$ cat src/verilog/pbc_pkg.sv
// pbc_pkg: constants for the basic phy control register block.
// assumes a 200 MHz core clock and a 16-bit management register port.
package pbc_pkg;

	// clock figures
	localparam int CLK_PERIOD_PS = 5000;

	// soft reset duration, least time, rounded up to whole cycles
	localparam int SRST_TIME_NS = 1000;
	localparam int SRST_CYC =
		(SRST_TIME_NS * 1000 + CLK_PERIOD_PS - 1) / CLK_PERIOD_PS;
	localparam int SRST_CNT_W = $clog2(SRST_CYC + 1);

	// register map
	localparam logic [4:0] REG_BASIC_CTRL = 5'h00;

	// field positions of basic_phy_control
	localparam int F_SRST = 15;
	localparam int F_LPBK = 14;
	localparam int F_SPD = 13;
	localparam int F_ANEN = 12;
	localparam int F_LPWR = 11;
	localparam int F_ISO = 10;
	localparam int F_ANRS = 9;
	localparam int F_DPX = 8;
	localparam int F_CTST = 7;

	// reset value; isolate is filled from the address strap
	localparam logic [15:0] CTRL_RST = 16'h3000;
	// writable bits; reserved 6:0 stay zero
	localparam logic [15:0] CTRL_WMASK = 16'hff80;

	// pin synchroniser width: txd(4) tx_en addr(5) dpx an spd cfg
	localparam int SYNC_W = 14;

	// control sequencer
	typedef enum logic {
		PBC_IDLE = 1'b0,
		PBC_SRST = 1'b1
	} pbc_state_t;

endpackage

$ cat src/verilog/pbc_ctrl.sv
// pbc_ctrl: basic phy control register with mode resolution and the
// mac-side loopback, collision test, isolate and low-power gating.
// assumes a management frame engine delivering register accesses on
// core_clk, and an autoneg engine plus pma datapath on the same clock.
`timescale 1ns/1ps

module pbc_ctrl
	import pbc_pkg::*;
(
	// clock and reset
	input wire logic core_clk,
	input wire logic resetn,
	// management register port
	input wire logic mgmt_wr,
	input wire logic mgmt_rd,
	input wire logic [4:0] mgmt_addr,
	input wire logic [15:0] mgmt_wdata,
	output logic [15:0] mgmt_rdata,
	output logic mgmt_rvalid,
	// strap and select pins
	input wire logic config_source_strap,
	input wire logic speed_select_pin,
	input wire logic autoneg_select_pin,
	input wire logic duplex_select_pin,
	input wire logic [4:0] phy_addr_strap,
	// autoneg engine
	input wire logic an_speed_100,
	input wire logic an_full_duplex,
	input wire logic an_restart_ack,
	output logic an_enable,
	output logic an_restart,
	// resolved modes and internal control
	output logic speed_100,
	output logic full_duplex,
	output logic loopback_en,
	output logic low_power,
	output logic core_reset,
	output logic latch_status_reinit,
	// mac side pins
	input wire logic mac_tx_en,
	input wire logic [3:0] mac_txd,
	output logic mac_rx_dv,
	output logic [3:0] mac_rxd,
	output logic mac_crs,
	output logic mac_col,
	output logic mac_out_oe_n,
	// line side datapath
	input wire logic line_rx_dv,
	input wire logic [3:0] line_rxd,
	input wire logic line_crs,
	input wire logic line_col,
	output logic line_tx_en,
	output logic [3:0] line_txd,
	output logic twisted_pair_tristate
);

	// pin synchronisers, two flops per bit
	logic [SYNC_W-1:0] pin_raw;
	logic [SYNC_W-1:0] meta_q;
	logic [SYNC_W-1:0] sync_q;
	assign pin_raw = {mac_txd, mac_tx_en, phy_addr_strap,
		duplex_select_pin, autoneg_select_pin, speed_select_pin,
		config_source_strap};
	genvar gi;
	generate
		for (gi = 0; gi < SYNC_W; gi++) begin : g_sync
			always_ff @(posedge core_clk) begin
				meta_q[gi] <= pin_raw[gi];
				sync_q[gi] <= meta_q[gi];
			end
		end
	endgenerate

	logic cfg_s;
	logic spd_pin_s;
	logic an_pin_s;
	logic dpx_pin_s;
	logic [4:0] addr_s;
	logic tx_en_s;
	logic [3:0] txd_s;
	assign cfg_s = sync_q[0];
	assign spd_pin_s = sync_q[1];
	assign an_pin_s = sync_q[2];
	assign dpx_pin_s = sync_q[3];
	assign addr_s = sync_q[8:4];
	assign tx_en_s = sync_q[9];
	assign txd_s = sync_q[13:10];

	// register state
	pbc_state_t state_q, state_d;
	logic [15:0] ctrl_q, ctrl_d;
	logic [SRST_CNT_W-1:0] cnt_q, cnt_d;
	logic iso_load_q, iso_load_d;
	logic [15:0] rdata_q, rdata_d;
	logic rvalid_q, rvalid_d;
	logic lp_prev_q;
	logic reinit_q, reinit_d;
	logic wr_hit;
	logic new_an;

	assign wr_hit = mgmt_wr && (mgmt_addr == REG_BASIC_CTRL);

	// register next state; writes during soft reset are dropped
	always_comb begin
		state_d = state_q;
		ctrl_d = ctrl_q;
		cnt_d = cnt_q;
		iso_load_d = 1'b0;
		new_an = 1'b0;
		if (iso_load_q)
			ctrl_d[F_ISO] = (addr_s == 5'h00);
		unique case (state_q)
			PBC_IDLE: begin
				if (an_restart_ack)
					ctrl_d[F_ANRS] = 1'b0;
				if (wr_hit) begin
					ctrl_d = mgmt_wdata & CTRL_WMASK;
					new_an = cfg_s ? mgmt_wdata[F_ANEN] : an_pin_s;
					// set wins over a same-cycle ack clear
					ctrl_d[F_ANRS] = mgmt_wdata[F_ANRS] && new_an;
					if (mgmt_wdata[F_SRST]) begin
						state_d = PBC_SRST;
						ctrl_d = CTRL_RST;
						ctrl_d[F_SRST] = 1'b1;
						cnt_d = SRST_CNT_W'(SRST_CYC - 1);
						iso_load_d = 1'b1;
					end
				end
			end
			PBC_SRST: begin
				cnt_d = cnt_q - 1'b1;
				if (cnt_q == '0) begin
					state_d = PBC_IDLE;
					ctrl_d[F_SRST] = 1'b0;
				end
			end
		endcase
	end

	// register flops; power-on reset also loads isolate from strap
	always_ff @(posedge core_clk) begin
		if (!resetn) begin
			state_q <= PBC_IDLE;
			ctrl_q <= CTRL_RST;
			cnt_q <= '0;
			iso_load_q <= 1'b1;
		end else begin
			state_q <= state_d;
			ctrl_q <= ctrl_d;
			cnt_q <= cnt_d;
			iso_load_q <= iso_load_d;
		end
	end

	// read port; unmapped addresses read zero
	always_comb begin
		rdata_d = rdata_q;
		rvalid_d = mgmt_rd;
		if (mgmt_rd)
			rdata_d = (mgmt_addr == REG_BASIC_CTRL) ? ctrl_q : 16'h0000;
	end

	// low-power entry edge clears latching status elsewhere
	always_comb begin
		reinit_d = ctrl_q[F_LPWR] && !lp_prev_q;
	end

	always_ff @(posedge core_clk) begin
		if (!resetn) begin
			rdata_q <= 16'h0000;
			rvalid_q <= 1'b0;
			lp_prev_q <= 1'b0;
			reinit_q <= 1'b0;
		end else begin
			rdata_q <= rdata_d;
			rvalid_q <= rvalid_d;
			lp_prev_q <= ctrl_q[F_LPWR];
			reinit_q <= reinit_d;
		end
	end

	// mode resolution and mac/line datapath gating
	logic srst;
	logic lpbk;
	logic lpwr;
	logic iso;
	logic ctst;
	logic tx_en_eff;
	logic [3:0] txd_eff;
	logic an_en_c;
	logic spd_d, dpx_d;
	logic rx_dv_d, crs_d, col_d;
	logic [3:0] rxd_d, ltxd_d;
	logic ltx_en_d, tri_d;
	logic spd_q, dpx_q, anen_q, anrs_q;
	logic rx_dv_q, crs_q, col_q, oe_n_q;
	logic [3:0] rxd_q, ltxd_q;
	logic ltx_en_q, tri_q;

	assign srst = (state_q == PBC_SRST);
	assign lpbk = ctrl_q[F_LPBK];
	assign lpwr = ctrl_q[F_LPWR];
	assign iso = ctrl_q[F_ISO];
	assign ctst = ctrl_q[F_CTST];
	assign tx_en_eff = tx_en_s && !iso;
	assign txd_eff = iso ? 4'h0 : txd_s;

	always_comb begin
		an_en_c = cfg_s ? ctrl_q[F_ANEN] : an_pin_s;
		if (!cfg_s) begin
			spd_d = spd_pin_s;
			dpx_d = dpx_pin_s;
		end else if (ctrl_q[F_ANEN]) begin
			spd_d = an_speed_100;
			dpx_d = an_full_duplex;
		end else begin
			spd_d = ctrl_q[F_SPD];
			dpx_d = ctrl_q[F_DPX];
		end
		// loopback needs no carrier deference, so duplex is moot
		if (lpbk)
			dpx_d = 1'b1;
		rx_dv_d = line_rx_dv;
		rxd_d = line_rxd;
		crs_d = line_crs;
		col_d = line_col;
		ltx_en_d = tx_en_eff;
		ltxd_d = txd_eff;
		tri_d = 1'b0;
		if (lpbk) begin
			// one flop after the synchroniser keeps this far under 512
			rx_dv_d = tx_en_eff;
			rxd_d = txd_eff;
			crs_d = tx_en_eff;
			col_d = 1'b0;
			ltx_en_d = 1'b0;
			ltxd_d = 4'h0;
			tri_d = 1'b1;
		end
		if (ctst)
			col_d = tx_en_eff;
		else if (!lpbk)
			col_d = line_col;
		if (lpwr || srst) begin
			rx_dv_d = 1'b0;
			rxd_d = 4'h0;
			crs_d = 1'b0;
			col_d = 1'b0;
			ltx_en_d = 1'b0;
			ltxd_d = 4'h0;
			tri_d = lpwr;
		end
	end

	always_ff @(posedge core_clk) begin
		if (!resetn) begin
			spd_q <= 1'b0;
			dpx_q <= 1'b0;
			anen_q <= 1'b0;
			anrs_q <= 1'b0;
			rx_dv_q <= 1'b0;
			rxd_q <= 4'h0;
			crs_q <= 1'b0;
			col_q <= 1'b0;
			oe_n_q <= 1'b1;
			ltx_en_q <= 1'b0;
			ltxd_q <= 4'h0;
			tri_q <= 1'b0;
		end else begin
			spd_q <= spd_d;
			dpx_q <= dpx_d;
			anen_q <= an_en_c;
			anrs_q <= ctrl_q[F_ANRS] && !srst;
			rx_dv_q <= rx_dv_d;
			rxd_q <= rxd_d;
			crs_q <= crs_d;
			col_q <= col_d;
			oe_n_q <= iso;
			ltx_en_q <= ltx_en_d;
			ltxd_q <= ltxd_d;
			tri_q <= tri_d;
		end
	end

	// outputs
	assign mgmt_rdata = rdata_q;
	assign mgmt_rvalid = rvalid_q;
	assign an_enable = anen_q;
	assign an_restart = anrs_q;
	assign speed_100 = spd_q;
	assign full_duplex = dpx_q;
	assign loopback_en = lpbk;
	assign low_power = lpwr;
	assign core_reset = srst;
	assign latch_status_reinit = reinit_q;
	assign mac_rx_dv = rx_dv_q;
	assign mac_rxd = rxd_q;
	assign mac_crs = crs_q;
	assign mac_col = col_q;
	assign mac_out_oe_n = oe_n_q;
	assign line_tx_en = ltx_en_q;
	assign line_txd = ltxd_q;
	assign twisted_pair_tristate = tri_q;
endmodule // pbc_ctrl

$ cat config.mk
export PLATFORM = sky130hd
export DESIGN_NAME = pbc_ctrl
export DESIGN_NICKNAME = d
export VERILOG_FILES = /design/src/verilog/pbc_pkg.sv /design/src/verilog/pbc_ctrl.sv
export SDC_FILE = /design/constraint.sdc
export NUM_CORES = 1
export LEC_CHECK = 0
export BUFFER_PORTS_ARGS = -buffer_cell sky130_fd_sc_hd__buf_4
export CAP_MARGIN = 20
export CORE_ASPECT_RATIO = 0.75
export CORE_UTILIZATION = 52
export CTS_CLUSTER_SIZE = 14
export DETAILED_ROUTE_END_ITERATION = 10
export PLACE_DENSITY = 0.89
export SETUP_SLACK_MARGIN = 0.4
export SLEW_MARGIN = 20
export SYNTH_ARGS = -nofsm -noshare
export SYNTH_HDL_FRONTEND = slang
export SYNTH_SLANG_ARGS = --single-unit
$ cat constraint.sdc
create_clock -name core_clk -period 4.8 [get_ports core_clk]
set_input_delay 0.24 -clock core_clk [delete_from_list [all_inputs] [get_ports core_clk]]
set_output_delay 0.24 -clock core_clk [all_outputs]
set_load 0.005 [all_outputs]
==> impl_metrics.yaml <==
critical_path:
  crit_path_max_incr_delay_ns: 0.64
  r2r-end: "ctrl_q[11]"
  crit_cells: 3
  endpoint: "ctrl_q[11]"
  r2r-start: "core_reset"
  path_max_fanout: 16
  cp-end-kind: "flop"
  critical_path.cell_chain: "nand4b_1, or3b_2, a21boi_0"
  crit_slowest_cell: "or3b_2"
  start_kind: "flop"
  r2r_cells: 3
  worstSetupStartpoint: "core_reset"
  critPathTopFamily: "simple AND/OR/NAND/NOR gates"
  critPathArrivalTime_ns: 2.17
  required_ns: 5.07
  regToRegSetupSlack_ns: 2.90
  cp_num_buf_inv: 0
  crit_type: "reg2reg"
global_routing:
  grt_usage: 0.218
  grt-ovfl-total: 0
  grt_max_degree: 35
  grt_antenna_before_repair: 0
  grt_pass1_vias: 1887
  grt_pass1_wl_um: 8740
timing:
  worst_slew_pin_slew_ns: 0.599
  finalWorstSetupSlack_ns: 2.90
  finClkSkew_ns: 0.00774
  finalHoldViolations: 0
  fin_setup_tns_ns: 0
  holdWs_ns: 0.135
  slew_headroom: 0.599
  layout_min_cycle_time_ns: 1.90
  timing.final.crit_share: 0.396
  max_clock_freq_mhz: 526
  rsz0062_at_grt: "false"
  finalSetupViolations: 0
  drv_slew: 0
clocking:
  clockBufferDepth: 2
  cts_tree: "built"
  numCtsBuffers: 9
  clkLatencyLatePin_ns: 0.34
  cts_setup_buffers: 0
  clkTransAtPathRegs_ns: 0.08
  cts_root_buf: "clkbuf_8"
  cts.sinks: 77
  cts-htree-levels: 3
synth:
  yosysTopAreaCell: "dfxtp_1"
  synthFlopType: "dfxtp_1"
  syn_area_um2: 2570
  synth_cell_types: 38
  synth_area_leaders: "dfxtp_1 (60%), a21boi_0 (4.1%), nand2b_1 (3.2%)"
  seq_area_frac_synth: 0.599
  async_reset_ff_frac: 0
  synthTopCellsByCount: "dfxtp_1 (77), nand2_1 (21), a21boi_0 (14), nand2b_1 (13), a21oi_1 (12)"
  synth_edf_count: 0
  synthMostInstantiatedCell: "dfxtp_1"
  ys_ff_latch: 77
  syn-mean-instance-area_um2: 10.3
  ys_warn_count: 0
  yosysTopAreaCellShare: 0.599
  postSynthCellCount: 250
floorplanning:
  die_y_um: 62.9
  placementRows: 21
  initial_core_util: 0.559
  die_w_um: 83.2
  fp.coreArea_um2: 4600
  ios: 88
  die-area_um2: 5240
drt:
  ant_nets: 0
  first_iter_violations: 116
  vias_per_cell: 4.98
  wire_per_inst_um: 13.2
  drt_wl_total_um: 5250
  drc: 0
  vias: 1977
  firstDrtPassIters: 4
layout:
  diodes: 0
  area_growth_pct: 34.1
  layout.nets: 386
  final_cells: 397
  drive_gt1_frac: 0.291
  utilization: 0.750
place:
  routabilityCongestion: 0.761
  hpwl_um: 3440
  placed_cells: 367
  pre_cts_slack_ns: 2.64
  portBuffers: 73
power_and_ir_drop:
  swShare: 0.212
  p_leak_nw: 1.52
  irDropWorstVdd_mv: 0.278
  p_comb_frac: 0.067
  p_int_mw: 0.969
  powerDensity_nw_per_um2: 356
  p_sw_mw: 0.261
  power_frac_seq: 0.544
  p_clk_frac: 0.389
min_path:
  hold_path_class: "in2reg"
  hold_depth: 3
run:
  cap_violations: 0
outcome:
  status: "completed"
-- worst reg2reg max path, delay by kind of cell, from the launching register on --
family / cells / cell delay (ns)
DFF: 1 / 0.41
AOI/OAI and AO/OA: 1 / 0.18
and+or+nand+nor: 2 / 1.24
-- metrics by stage --
| step | cell area, um^2 | power [mW] |
|---|---|---|
| after CTS | 3450 | 1.24 |
| after global placement | 3110 | 0.754 |
| after detailed placement | 3110 | 0.757 |
| final | 3450 | 1.23 |
| after floorplan | 2590 | 0.716 |
| after global routing | 3450 | 1.28 |
-- kinds of logic (layout without fill, tap and decap cells) --
| logic type | count (synthesis) | count (layout) | share of synthesized area |
|---|---|---|---|
| other | 1 | 7 | 0.00146 |
| multiplexers | 2 | 2 | 0.00778 |
| AO/OA/AOI/OAI | 43 | 43 | 0.111 |
| buffers and inverters | 26 | 110 | 0.0511 |
| AND/OR/NAND/NOR | 98 | 98 | 0.216 |
| adder cells (fa/ha/maj) | 2 | 2 | 0.00973 |
| XOR/XNOR | 1 | 1 | 0.00341 |
| flip-flops | 77 | 77 | 0.599 |
-- registers in the layout, indices dropped and copies added, names as in the netlist, 4 cells and up --
register / count
addr_s: 5
cnt_q: 8
ctrl_q: 9
line_txd: 4
mac_rxd: 4
meta_q: 14
mgmt_rdata: 9
sync_q: 4
-- power groups by stage --
stage | sequential, mW | clock (mW) | combinational [mW]
2_1_floorplan | 0.683 | 0 | 0.0327
3_3_place_gp | 0.683 | 0 | 0.0711
3_5_place_dp | 0.684 | 0 | 0.0725
4_1_cts | 0.670 | 0.487 | 0.0818
5_1_grt | 0.672 | 0.521 | 0.0891
6_report | 0.670 | 0.478 | 0.0819
-- cell usage in the layout, fill, tap and decap left out, types with 5 or more instances in the layout --
cell | synthesis | routed
a21oi_1 | 12 | 12
conb_1 | 1 | 7
nor3_1 | 5 | 5
dlygate4sd3_1 | 0 | 14
buf_4 | 7 | 73
nand2_1 | 21 | 21
o21ai_0 | 6 | 6
nor3b_1 | 5 | 5
a21boi_0 | 14 | 14
nand2b_1 | 13 | 13
nor2b_1 | 7 | 7
inv_1 | 7 | 7
dfxtp_1 | 77 | 77
nand3_1 | 10 | 10
nor2_1 | 10 | 10
or3b_2 | 5 | 5
clkbuf_8 | 0 | 10
-- layer usage --
layer	global-route usage	up-vias	routed length, um	part of all wire
li1	-	1000	-	-
met1	0.254	892	2270	0.43
met2	0.362	73	2530	0.48
met3	0.0925	12	346	0.066
met4	0.0754	0	104	0.020
met5	0	-	0	0
-- timing repair --
action | in CTS | in global routing
gates resized for setup | 0 | 0
hold buffers | 14 | 0
hold endpoints to repair | 14 | 0
setup endpoints to repair | 0 | 0
-- layout make-up --
class	count	area (um^2)
Sequential cell	77	1540
Fill cell	338	1150
Multi-Input combinational cell	153	922
Timing Repair Buffer	87	688
Clock buffer	11	141
Tap cell	57	71.3
Clock inverter	5	60.1
Inverter	7	26.3
-- worst min-delay path by stage --
stage / from / to / slack, ns
3_5_place_dp: meta_q[7] / addr_s[3] / 0.31
2_1_floorplan: config_source_strap / meta_q[0] / 0.27
6_report: line_col / mac_col / 0.14
3_3_place_gp: meta_q[12] / sync_q[12] / 0.31
4_1_cts: line_col / mac_col / 0.12
5_1_grt: line_rxd[2] / mac_rxd[2] / 0.15
(Power assumes the default switching activity.)
